===== src/ccpl_regs.svh =====
`ifndef CCPL_REGS_SVH
`define CCPL_REGS_SVH
// width of a frame address
`define CCPL_FA_W 8
// bits per configuration frame
`define CCPL_FRAME_BITS 16'h0040
// first frame address of a readback
`define CCPL_FA_FIRST 8'h00
// done-release option codes
`define CCPL_DONE_AT_END 2'h0
`define CCPL_DONE_ONE_LATER 2'h1
`endif


===== src/ccpl_pkg.sv =====
package ccpl_pkg;
	// open-drain / two-way pin as two signals
	typedef struct packed {
		logic out;
		logic oe_n;
	} ccpl_pin_type;
	// readback sequencer states
	typedef enum logic [1:0] {
		ccpl_rb_idle = 2'b00,
		ccpl_rb_wait = 2'b01,
		ccpl_rb_shift = 2'b10
	} ccpl_rb_type;
	// configuration options
	typedef struct packed {
		logic keep_tristate;
		logic readback_en;
		logic [1:0] done_timing;
		logic [1:0] pins_timing;
	} ccpl_opt_type;
endpackage


===== src/ccpl_top.sv =====
`timescale 1ns/1ps
`include "ccpl_regs.svh"
// Function
// - restart low restarts config, resets scan
// - pin low in config tristates all I/O
// - option keeps tristate role after config
// - falling edge starts readback at frame 0
// - serial output: readback data or scan data
// - init error drives error output low
// - host port uses same pin for irq
// - other pins release with done or after it, per option
// - PLL clock pins tristate, pulled up in config and on restart
// - done released high; external low delays start
// - readback synchronous with config clock
module ccpl_top (
	// clock and reset
	input wire logic clk_i,
	input wire logic sys_rst_i,
	// pins
	input wire logic config_restart_n_i,
	input wire logic rd_cfg_n_i,
	input wire logic config_clock_i,
	input wire logic done_pin_i,
	input wire logic scan_tdo_i,
	input wire logic scan_active_i,
	// configuration engine
	input wire logic config_busy_i,
	input wire logic config_loaded_i,
	input wire logic init_error_i,
	input wire logic host_port_used_i,
	input wire logic host_port_irq_i,
	input wire ccpl_pkg::ccpl_opt_type opt_i,
	input wire logic rb_data_i,
	// outputs
	output ccpl_pkg::ccpl_pin_type done_o,
	output logic rd_data_o,
	output logic cfg_irq_n_o,
	output logic tristate_all_o,
	output logic config_restart_o,
	output logic scan_reset_o,
	output logic pll_pins_hiz_o,
	output logic pll_pullup_o,
	output logic pins_released_o,
	output logic user_io_active_o,
	output logic startup_o,
	output logic [`CCPL_FA_W-1:0] rb_frame_o,
	output logic [15:0] rb_bit_o,
	output logic rb_active_o
);
	import ccpl_pkg::*;
	ccpl_rb_type state, next_state;
	logic rd_cfg_q; // previous readback pin level
	logic config_clock_q; // previous config clock level
	logic [`CCPL_FA_W-1:0] next_frame;
	logic [15:0] next_bit;
	logic done_rel; // done release tracked
	// decoding of pin events
	wire rd_fall = rd_cfg_q & ~rd_cfg_n_i;
	wire config_clock_rise = ~config_clock_q & config_clock_i;
	wire restart = ~config_restart_n_i;
	// readback only once loaded, enabled, and not held in tristate role
	wire rb_mode = config_loaded_i & opt_i.readback_en & ~opt_i.keep_tristate;
	wire ts_req = ~rd_cfg_n_i & (config_busy_i |
		(config_loaded_i & opt_i.keep_tristate));
	wire last_bit = (rb_bit_o == `CCPL_FRAME_BITS - 16'h0001);
	wire last_frame = (rb_frame_o == {`CCPL_FA_W{1'b1}});
	// done release then pins release; timing options pick the lag
	wire done_go = config_loaded_i & (opt_i.done_timing == `CCPL_DONE_AT_END
		| done_rel);
	wire pins_go = done_go & (opt_i.pins_timing == 2'h0 | done_o.out);
	// readback sequencer next state
	always_comb begin
		next_state = state;
		next_frame = rb_frame_o;
		next_bit = rb_bit_o;
		unique case (state)
			ccpl_rb_idle: begin
				if (rb_mode & rd_fall) begin
					next_state = ccpl_rb_wait;
					next_frame = `CCPL_FA_FIRST;
					next_bit = 16'h0000;
				end
			end
			ccpl_rb_wait: begin
				// the first bit waits for a config clock edge
				if (config_clock_rise) next_state = ccpl_rb_shift;
			end
			ccpl_rb_shift: begin
				if (config_clock_rise) begin
					if (last_bit) begin
						next_bit = 16'h0000;
						if (last_frame) next_state = ccpl_rb_idle;
						else next_frame = rb_frame_o + 8'h01;
					end else next_bit = rb_bit_o + 16'h0001;
				end
			end
			default: next_state = ccpl_rb_idle;
		endcase
		if (restart | ~rb_mode) next_state = ccpl_rb_idle;
	end
	// sequencer and edge history
	always_ff @(posedge clk_i or posedge sys_rst_i) begin
		if (sys_rst_i) begin
			state <= ccpl_rb_idle;
			rb_frame_o <= 8'h00;
			rb_bit_o <= 16'h0000;
			rd_cfg_q <= 1'b1;
			config_clock_q <= 1'b0;
		end else begin
			state <= next_state;
			rb_frame_o <= next_frame;
			rb_bit_o <= next_bit;
			rd_cfg_q <= rd_cfg_n_i;
			config_clock_q <= config_clock_i;
		end
	end
	// pin outputs, all registered
	always_ff @(posedge clk_i or posedge sys_rst_i) begin
		if (sys_rst_i) begin
			done_o <= '{out: 1'b0, oe_n: 1'b0};
			done_rel <= 1'b0;
			rd_data_o <= 1'b0;
			cfg_irq_n_o <= 1'b1;
			tristate_all_o <= 1'b0;
			config_restart_o <= 1'b0;
			scan_reset_o <= 1'b0;
			pll_pins_hiz_o <= 1'b1;
			pll_pullup_o <= 1'b1;
			pins_released_o <= 1'b0;
			user_io_active_o <= 1'b0;
			startup_o <= 1'b0;
			rb_active_o <= 1'b0;
		end else begin
			config_restart_o <= restart;
			scan_reset_o <= restart;
			tristate_all_o <= ts_req;
			// scan data wins when boundary-scan is active
			rd_data_o <= scan_active_i ? scan_tdo_i : rb_data_i;
			// host port irq shares the error pin
			cfg_irq_n_o <= host_port_used_i ? ~host_port_irq_i
				: ~(config_busy_i & init_error_i);
			pll_pins_hiz_o <= config_busy_i | restart;
			pll_pullup_o <= config_busy_i | restart;
			done_rel <= restart ? 1'b0 : config_loaded_i;
			// open drain: drive low until done, then release high
			done_o.out <= done_go & ~restart;
			done_o.oe_n <= done_go & ~restart;
			pins_released_o <= pins_go & ~restart;
			user_io_active_o <= pins_go & ~restart;
			// an external low on done holds start-up off
			startup_o <= done_go & done_pin_i & ~restart;
			rb_active_o <= (next_state != ccpl_rb_idle);
		end
	end
	// checks
	restart_scan_a: assert property (
		@(posedge clk_i) disable iff (sys_rst_i)
		!config_restart_n_i |=> scan_reset_o && config_restart_o)
		else $error("restart did not reset scan");
	// a restart also drops any readback in flight
	rb_abort_a: assert property (
		@(posedge clk_i) disable iff (sys_rst_i)
		!config_restart_n_i |=> !rb_active_o)
		else $error("readback survived restart");
	ts_cfg_a: assert property (
		@(posedge clk_i) disable iff (sys_rst_i)
		(config_busy_i && !rd_cfg_n_i) |=> tristate_all_o)
		else $error("tristate not raised in config");
	ts_opt_a: assert property (
		@(posedge clk_i) disable iff (sys_rst_i)
		(!config_busy_i && config_loaded_i && !opt_i.keep_tristate)
		|=> !tristate_all_o)
		else $error("tristate active without option");
	rb_start_a: assert property (
		@(posedge clk_i) disable iff (sys_rst_i)
		(state == ccpl_rb_idle && rb_mode && rd_fall && config_restart_n_i)
		|=> rb_frame_o == 8'h00 && rb_bit_o == 16'h0000 && rb_active_o)
		else $error("readback start wrong");
	rd_mux_a: assert property (
		@(posedge clk_i) disable iff (sys_rst_i)
		scan_active_i |=> rd_data_o == $past(scan_tdo_i))
		else $error("scan data not on output");
	// with scan idle the serial pin carries readback data
	rd_data_a: assert property (
		@(posedge clk_i) disable iff (sys_rst_i)
		!scan_active_i |=> rd_data_o == $past(rb_data_i))
		else $error("readback data not on output");
	err_out_a: assert property (
		@(posedge clk_i) disable iff (sys_rst_i)
		(!host_port_used_i && config_busy_i && init_error_i)
		|=> !cfg_irq_n_o)
		else $error("error output not low");
	irq_out_a: assert property (
		@(posedge clk_i) disable iff (sys_rst_i)
		(host_port_used_i && host_port_irq_i) |=> !cfg_irq_n_o)
		else $error("host irq not low");
	pll_hiz_a: assert property (
		@(posedge clk_i) disable iff (sys_rst_i)
		config_busy_i |=> pll_pins_hiz_o && pll_pullup_o)
		else $error("pll pins not tristated");
	start_hold_a: assert property (
		@(posedge clk_i) disable iff (sys_rst_i)
		!done_pin_i |=> !startup_o)
		else $error("start-up not delayed");
	pins_order_a: assert property (
		@(posedge clk_i) disable iff (sys_rst_i)
		(pins_released_o && opt_i.pins_timing != 2'h0 &&
		$stable(opt_i)) |-> $past(done_o.out))
		else $error("pins released before done");
	// done is let go at load when its option asks for no lag
	done_rel_a: assert property (
		@(posedge clk_i) disable iff (sys_rst_i)
		(config_loaded_i && config_restart_n_i
		&& opt_i.done_timing == `CCPL_DONE_AT_END)
		|=> done_o.out && done_o.oe_n)
		else $error("done not released at load");
	shift_step_a: assert property (
		@(posedge clk_i) disable iff (sys_rst_i)
		(state == ccpl_rb_shift && !config_clock_rise) |=> $stable(rb_bit_o))
		else $error("bit advanced without config clock");
	// frame address climbs by one after the last bit of a frame
	frame_step_a: assert property (
		@(posedge clk_i) disable iff (sys_rst_i)
		(state == ccpl_rb_shift && config_clock_rise && last_bit && !last_frame
		&& rb_mode && config_restart_n_i)
		|=> rb_frame_o == $past(rb_frame_o) + 8'h01)
		else $error("frame address did not advance");
endmodule


===== config.mk =====
export PLATFORM = sky130hd
export DESIGN_NAME = ccpl_top
export DESIGN_NICKNAME = d
export VERILOG_FILES = /design/src/ccpl_pkg.sv /design/src/ccpl_top.sv
export VERILOG_INCLUDE_DIRS = /design/src /design/src/src
export SDC_FILE = /design/constraint.sdc
export NUM_CORES = 1
export LEC_CHECK = 0
export ABC_AREA = 1
export BUFFER_PORTS_ARGS = -buffer_cell sky130_fd_sc_hd__buf_2
export CAP_MARGIN = 40
export CORE_MARGIN = 4
export CORE_UTILIZATION = 30
export DETAILED_ROUTE_END_ITERATION = 7
export PLACE_DENSITY = 0.58
export SETUP_SLACK_MARGIN = 0.02
export SLEW_MARGIN = 10
export SYNTH_ARGS = -nofsm -noshare
export SYNTH_HDL_FRONTEND = slang
export SYNTH_SLANG_ARGS = --single-unit

===== constraint.sdc =====
create_clock -name clk_i -period 2.9 [get_ports clk_i]
set_input_delay 0.145 -clock clk_i [delete_from_list [all_inputs] [get_ports clk_i]]
set_output_delay 0.145 -clock clk_i [all_outputs]
set_load 0.05 [all_outputs]

==> flow_metrics.env <==
export IMPL_outcome="complete, no violations"
export IMPL_die_h_um=94.5
export IMPL_routed_wl_mm=5.37
export IMPL_fin_util_pct=37.9
export IMPL_final_max_slew_viol_count=0
export IMPL_die_area_mm2=0.00893
export IMPL_cts_buffers=5
export IMPL_synth_seq_cells=38
export IMPL_crit_arrival_ns=1.86
export IMPL_clockRootBuffer="clkbuf_8"
export IMPL_cts_max_level=2
export IMPL_dieWidth_um=94.5
export IMPL_syn_num_nets=325
export IMPL_dominantRegCellSynth="dfrtp_1"
export IMPL_synth_top_area_cell="dfrtp_1"
export IMPL_ios=57
export IMPL_p_per_area_mw_per_mm2=420
export IMPL_whs_endpoint="pll_pullup_o$_DFF_PP1_"
export IMPL_path_clk_slew_ns=0.07
export IMPL_grt_first_pass_wirelength_mm=9.61
export IMPL_yosysUniqueCellTypes=27
export IMPL_vias=2133
export IMPL_antenna_found_initial=0
export IMPL_ir_drop_mv=0.202
export IMPL_synthTopCellsByArea="dfrtp_1 (39%), nand2_1 (16%), nor2_1 (7.0%)"
export IMPL_ys_async_sr_fraction_pct=100
export IMPL_rsz0062_at_grt="no"
export IMPL_cts_sinks=38
export IMPL_dp_hpwl_mm=4.09
export IMPL_grt_start_max_net_pins=24
export IMPL_gp_congestion=0.825
export IMPL_start_kind="flip-flop"
export IMPL_via_per_inst=4.59
export IMPL_post_cts_setup_buffers=0
export IMPL_path_class="flip-flop to flip-flop"
export IMPL_largest_register_ffs=16
export IMPL_reg2reg_to="rb_bit_o[1]$_DFFE_PP0P_"
export IMPL_core_area_mm2=0.00725
export IMPL_synthCells=303
export IMPL_grt_usage_pct=13.3
export IMPL_final_nets=387
export IMPL_syn_area_mm2=0.00224
export IMPL_wl_per_cell_um=11.6
export IMPL_drt_iter0_markers=112
export IMPL_required_ns=3.08
export IMPL_fillers=790
export IMPL_whs_ns=0.0319
export IMPL_cts_path_max_buffers=2
export IMPL_end_kind="flip-flop"
export IMPL_hold_path_class="input port to flip-flop"
export IMPL_synth_edf_count=0
export IMPL_grt_pass1_vias=2067
export IMPL_finalPower_mw=1.16
export IMPL_area_growth_pct=22.4
export IMPL_io_buffers=56
export IMPL_largest_register="rb_bit_o"
export IMPL_maxCapViolations=0
export IMPL_reg2reg_depth=10
export IMPL_setup_violations=0
export IMPL_whs_path_depth=2
export IMPL_final_hold_viol_count=0
export IMPL_fin_crit_sh_pct=58.0
export IMPL_min_from="config_restart_n_i"
export IMPL_timing_final_crit_period_ns=1.68
export IMPL_avgSynthCellArea_um2=7.41
export IMPL_firstDrtPassIters=4
export IMPL_fin_tns_setup_ns=0
export IMPL_cts_tree="yes"
export IMPL_reg2reg_from="state[0]$_DFF_PP0_"
export IMPL_slew_headroom_pct=77.0
export IMPL_num_rows=31
export IMPL_ys_warn_count=0
export IMPL_clk_latency_ns=0.28
export IMPL_finClkSkew_ns=0.00876
export IMPL_reg_largest_list="rb_bit_o (16), rb_frame_o (8), state (2)"
export IMPL_r2r_slack_ns=1.22
export IMPL_antenna_cells=0
export IMPL_gr_total_overflow=0
export IMPL_max_freq_ghz=0.594
export IMPL_stdcell_area_mm2=0.00275
export IMPL_worstMarginPinSlew_ns=0.344
export IMPL_placed_cell_area_mm2=0.00261
export IMPL_ys_seq_area_share_pct=42.5
export IMPL_remaining_drc_errors=0
export IMPL_netlist_area_leader_share_pct=39.0
export IMPL_worst_path_max_fanout=23
export IMPL_ant_nets=0
export IMPL_drive_above_1_share_pct=23.2
export IMPL_leakagePower_nw=1.51
export IMPL_initial_utilization_pct=30.9
==> worst max-delay path, stage by stage (launching register included) <==
cell and delay [ns]:
dfrtp_1 0.38, inv_1 0.10, nand2_2 0.15, inv_6 0.18, nand2_2 0.08, nand2_4 0.22, inv_1 0.23, nand2_1 0.11
nand2_1 0.05, nand2_1 0.05, inv_1 0.04
==> worst max-delay path by stage <==
stage                                        from  slack, ns  cells after the start                   endpoint
final                          state[0]$_DFF_PP0_       1.22                     10    rb_bit_o[1]$_DFFE_PP0P_
after global routing           state[0]$_DFF_PP0_       0.97                     10    rb_bit_o[1]$_DFFE_PP0P_
after floorplan           rb_bit_o[1]$_DFFE_PP0P_       1.06                      9      rb_active_o$_DFF_PP0_
after global placement         state[0]$_DFF_PP0_       1.27                     10    rb_bit_o[1]$_DFFE_PP0P_
after CTS                      state[0]$_DFF_PP0_       1.21                     10    rb_bit_o[1]$_DFFE_PP0P_
after detailed placement  rb_bit_o[0]$_DFFE_PP0P_       1.22                      8  rb_frame_o[5]$_DFFE_PP0P_
==> through the flow <==
stage / setup WS (ns) / instances
floorplan: 1.06 / 303
global placement: 1.27 / 451
detailed placement: 1.22 / 452
CTS: 1.21 / 465
global route: 0.973 / 465
finish: 1.22 / 465
==> what timing repair did <==
action / CTS / global route
hold endpoints to repair: 11 / 0
hold buffers: 5 / 0
gates resized for setup: 0 / 0
==> final cells by class <==
cell class                 instances  area [um2]  area share (%)
multi-input combinational        217        1050            38.3
sequential                        38         955            34.7
clock buffer                       7        86.3            3.14
inverter                          39         154            5.60
tap                               99         124            4.51
clock inverter                     1        5.00           0.182
timing repair buffer              64         373            13.6
==> cells in the mapped netlist (4+ instances only) <==
cell and n:
nand2_1 95, nor2_1 42, inv_1 37, dfrtp_1 35, nand3_1 22, nand4_1 18, o21ai_0 7, nand2_2 6
a21oi_1 5, buf_4 5, o21bai_1 5, nand2_4 4
==> logic make-up after synthesis <==
group                      share of synthesized area [%]
DFF                                                 42.5
AOI/OAI and AO/OA                                   4.90
muxes                                              0.502
buffers and inverters                               10.6
xor gates and xnor gates                            1.17
and+or+nand+nor                                     39.1
adders and majority gates                           1.11
==> layer usage <==
metal | wire length [um] | up-vias | track usage [%]
met4 | 37 | 0 | 3.00
li1 | - | 1086 | -
met5 | 0 | - | 0
met1 | 2460 | 982 | 18.0
met2 | 2530 | 60 | 21.9
met3 | 343 | 5 | 2.55
==> cells in the final DEF (no fill, tap or decap) <==
master	synthesis	layout
xor2_1	3	3
nand3_4	2	2
o21ai_1	1	1
buf_2	1	56
buf_16	0	1
mux2_2	1	1
a21oi_1	5	5
nand2_2	6	6
nand2_1	95	95
dfstp_2	3	3
dlygate4sd3_1	0	5
dfrtp_1	35	35
o21bai_1	5	5
inv_6	1	1
inv_4	1	1
nor2_4	1	1
o21ai_0	7	7
inv_1	37	37
ha_1	2	2
clkbuf_8	0	6
nand3_1	22	22
o31ai_1	1	1
nand2_4	4	4
buf_4	5	2
clkinv_2	0	1
nor3_1	1	1
nand4_1	18	18
nor2_1	42	42
nand3b_1	1	1
clkbuf_1	0	1
==> power by group <==
group	internal (mW)	total [mW]	switching, mW
Combinational	0.0546	0.201	0.146
Clock	0.192	0.370	0.178
Sequential	0.555	0.585	0.0304
Total	0.801	1.16	0.354
Power figures use the tool's default switching activity.
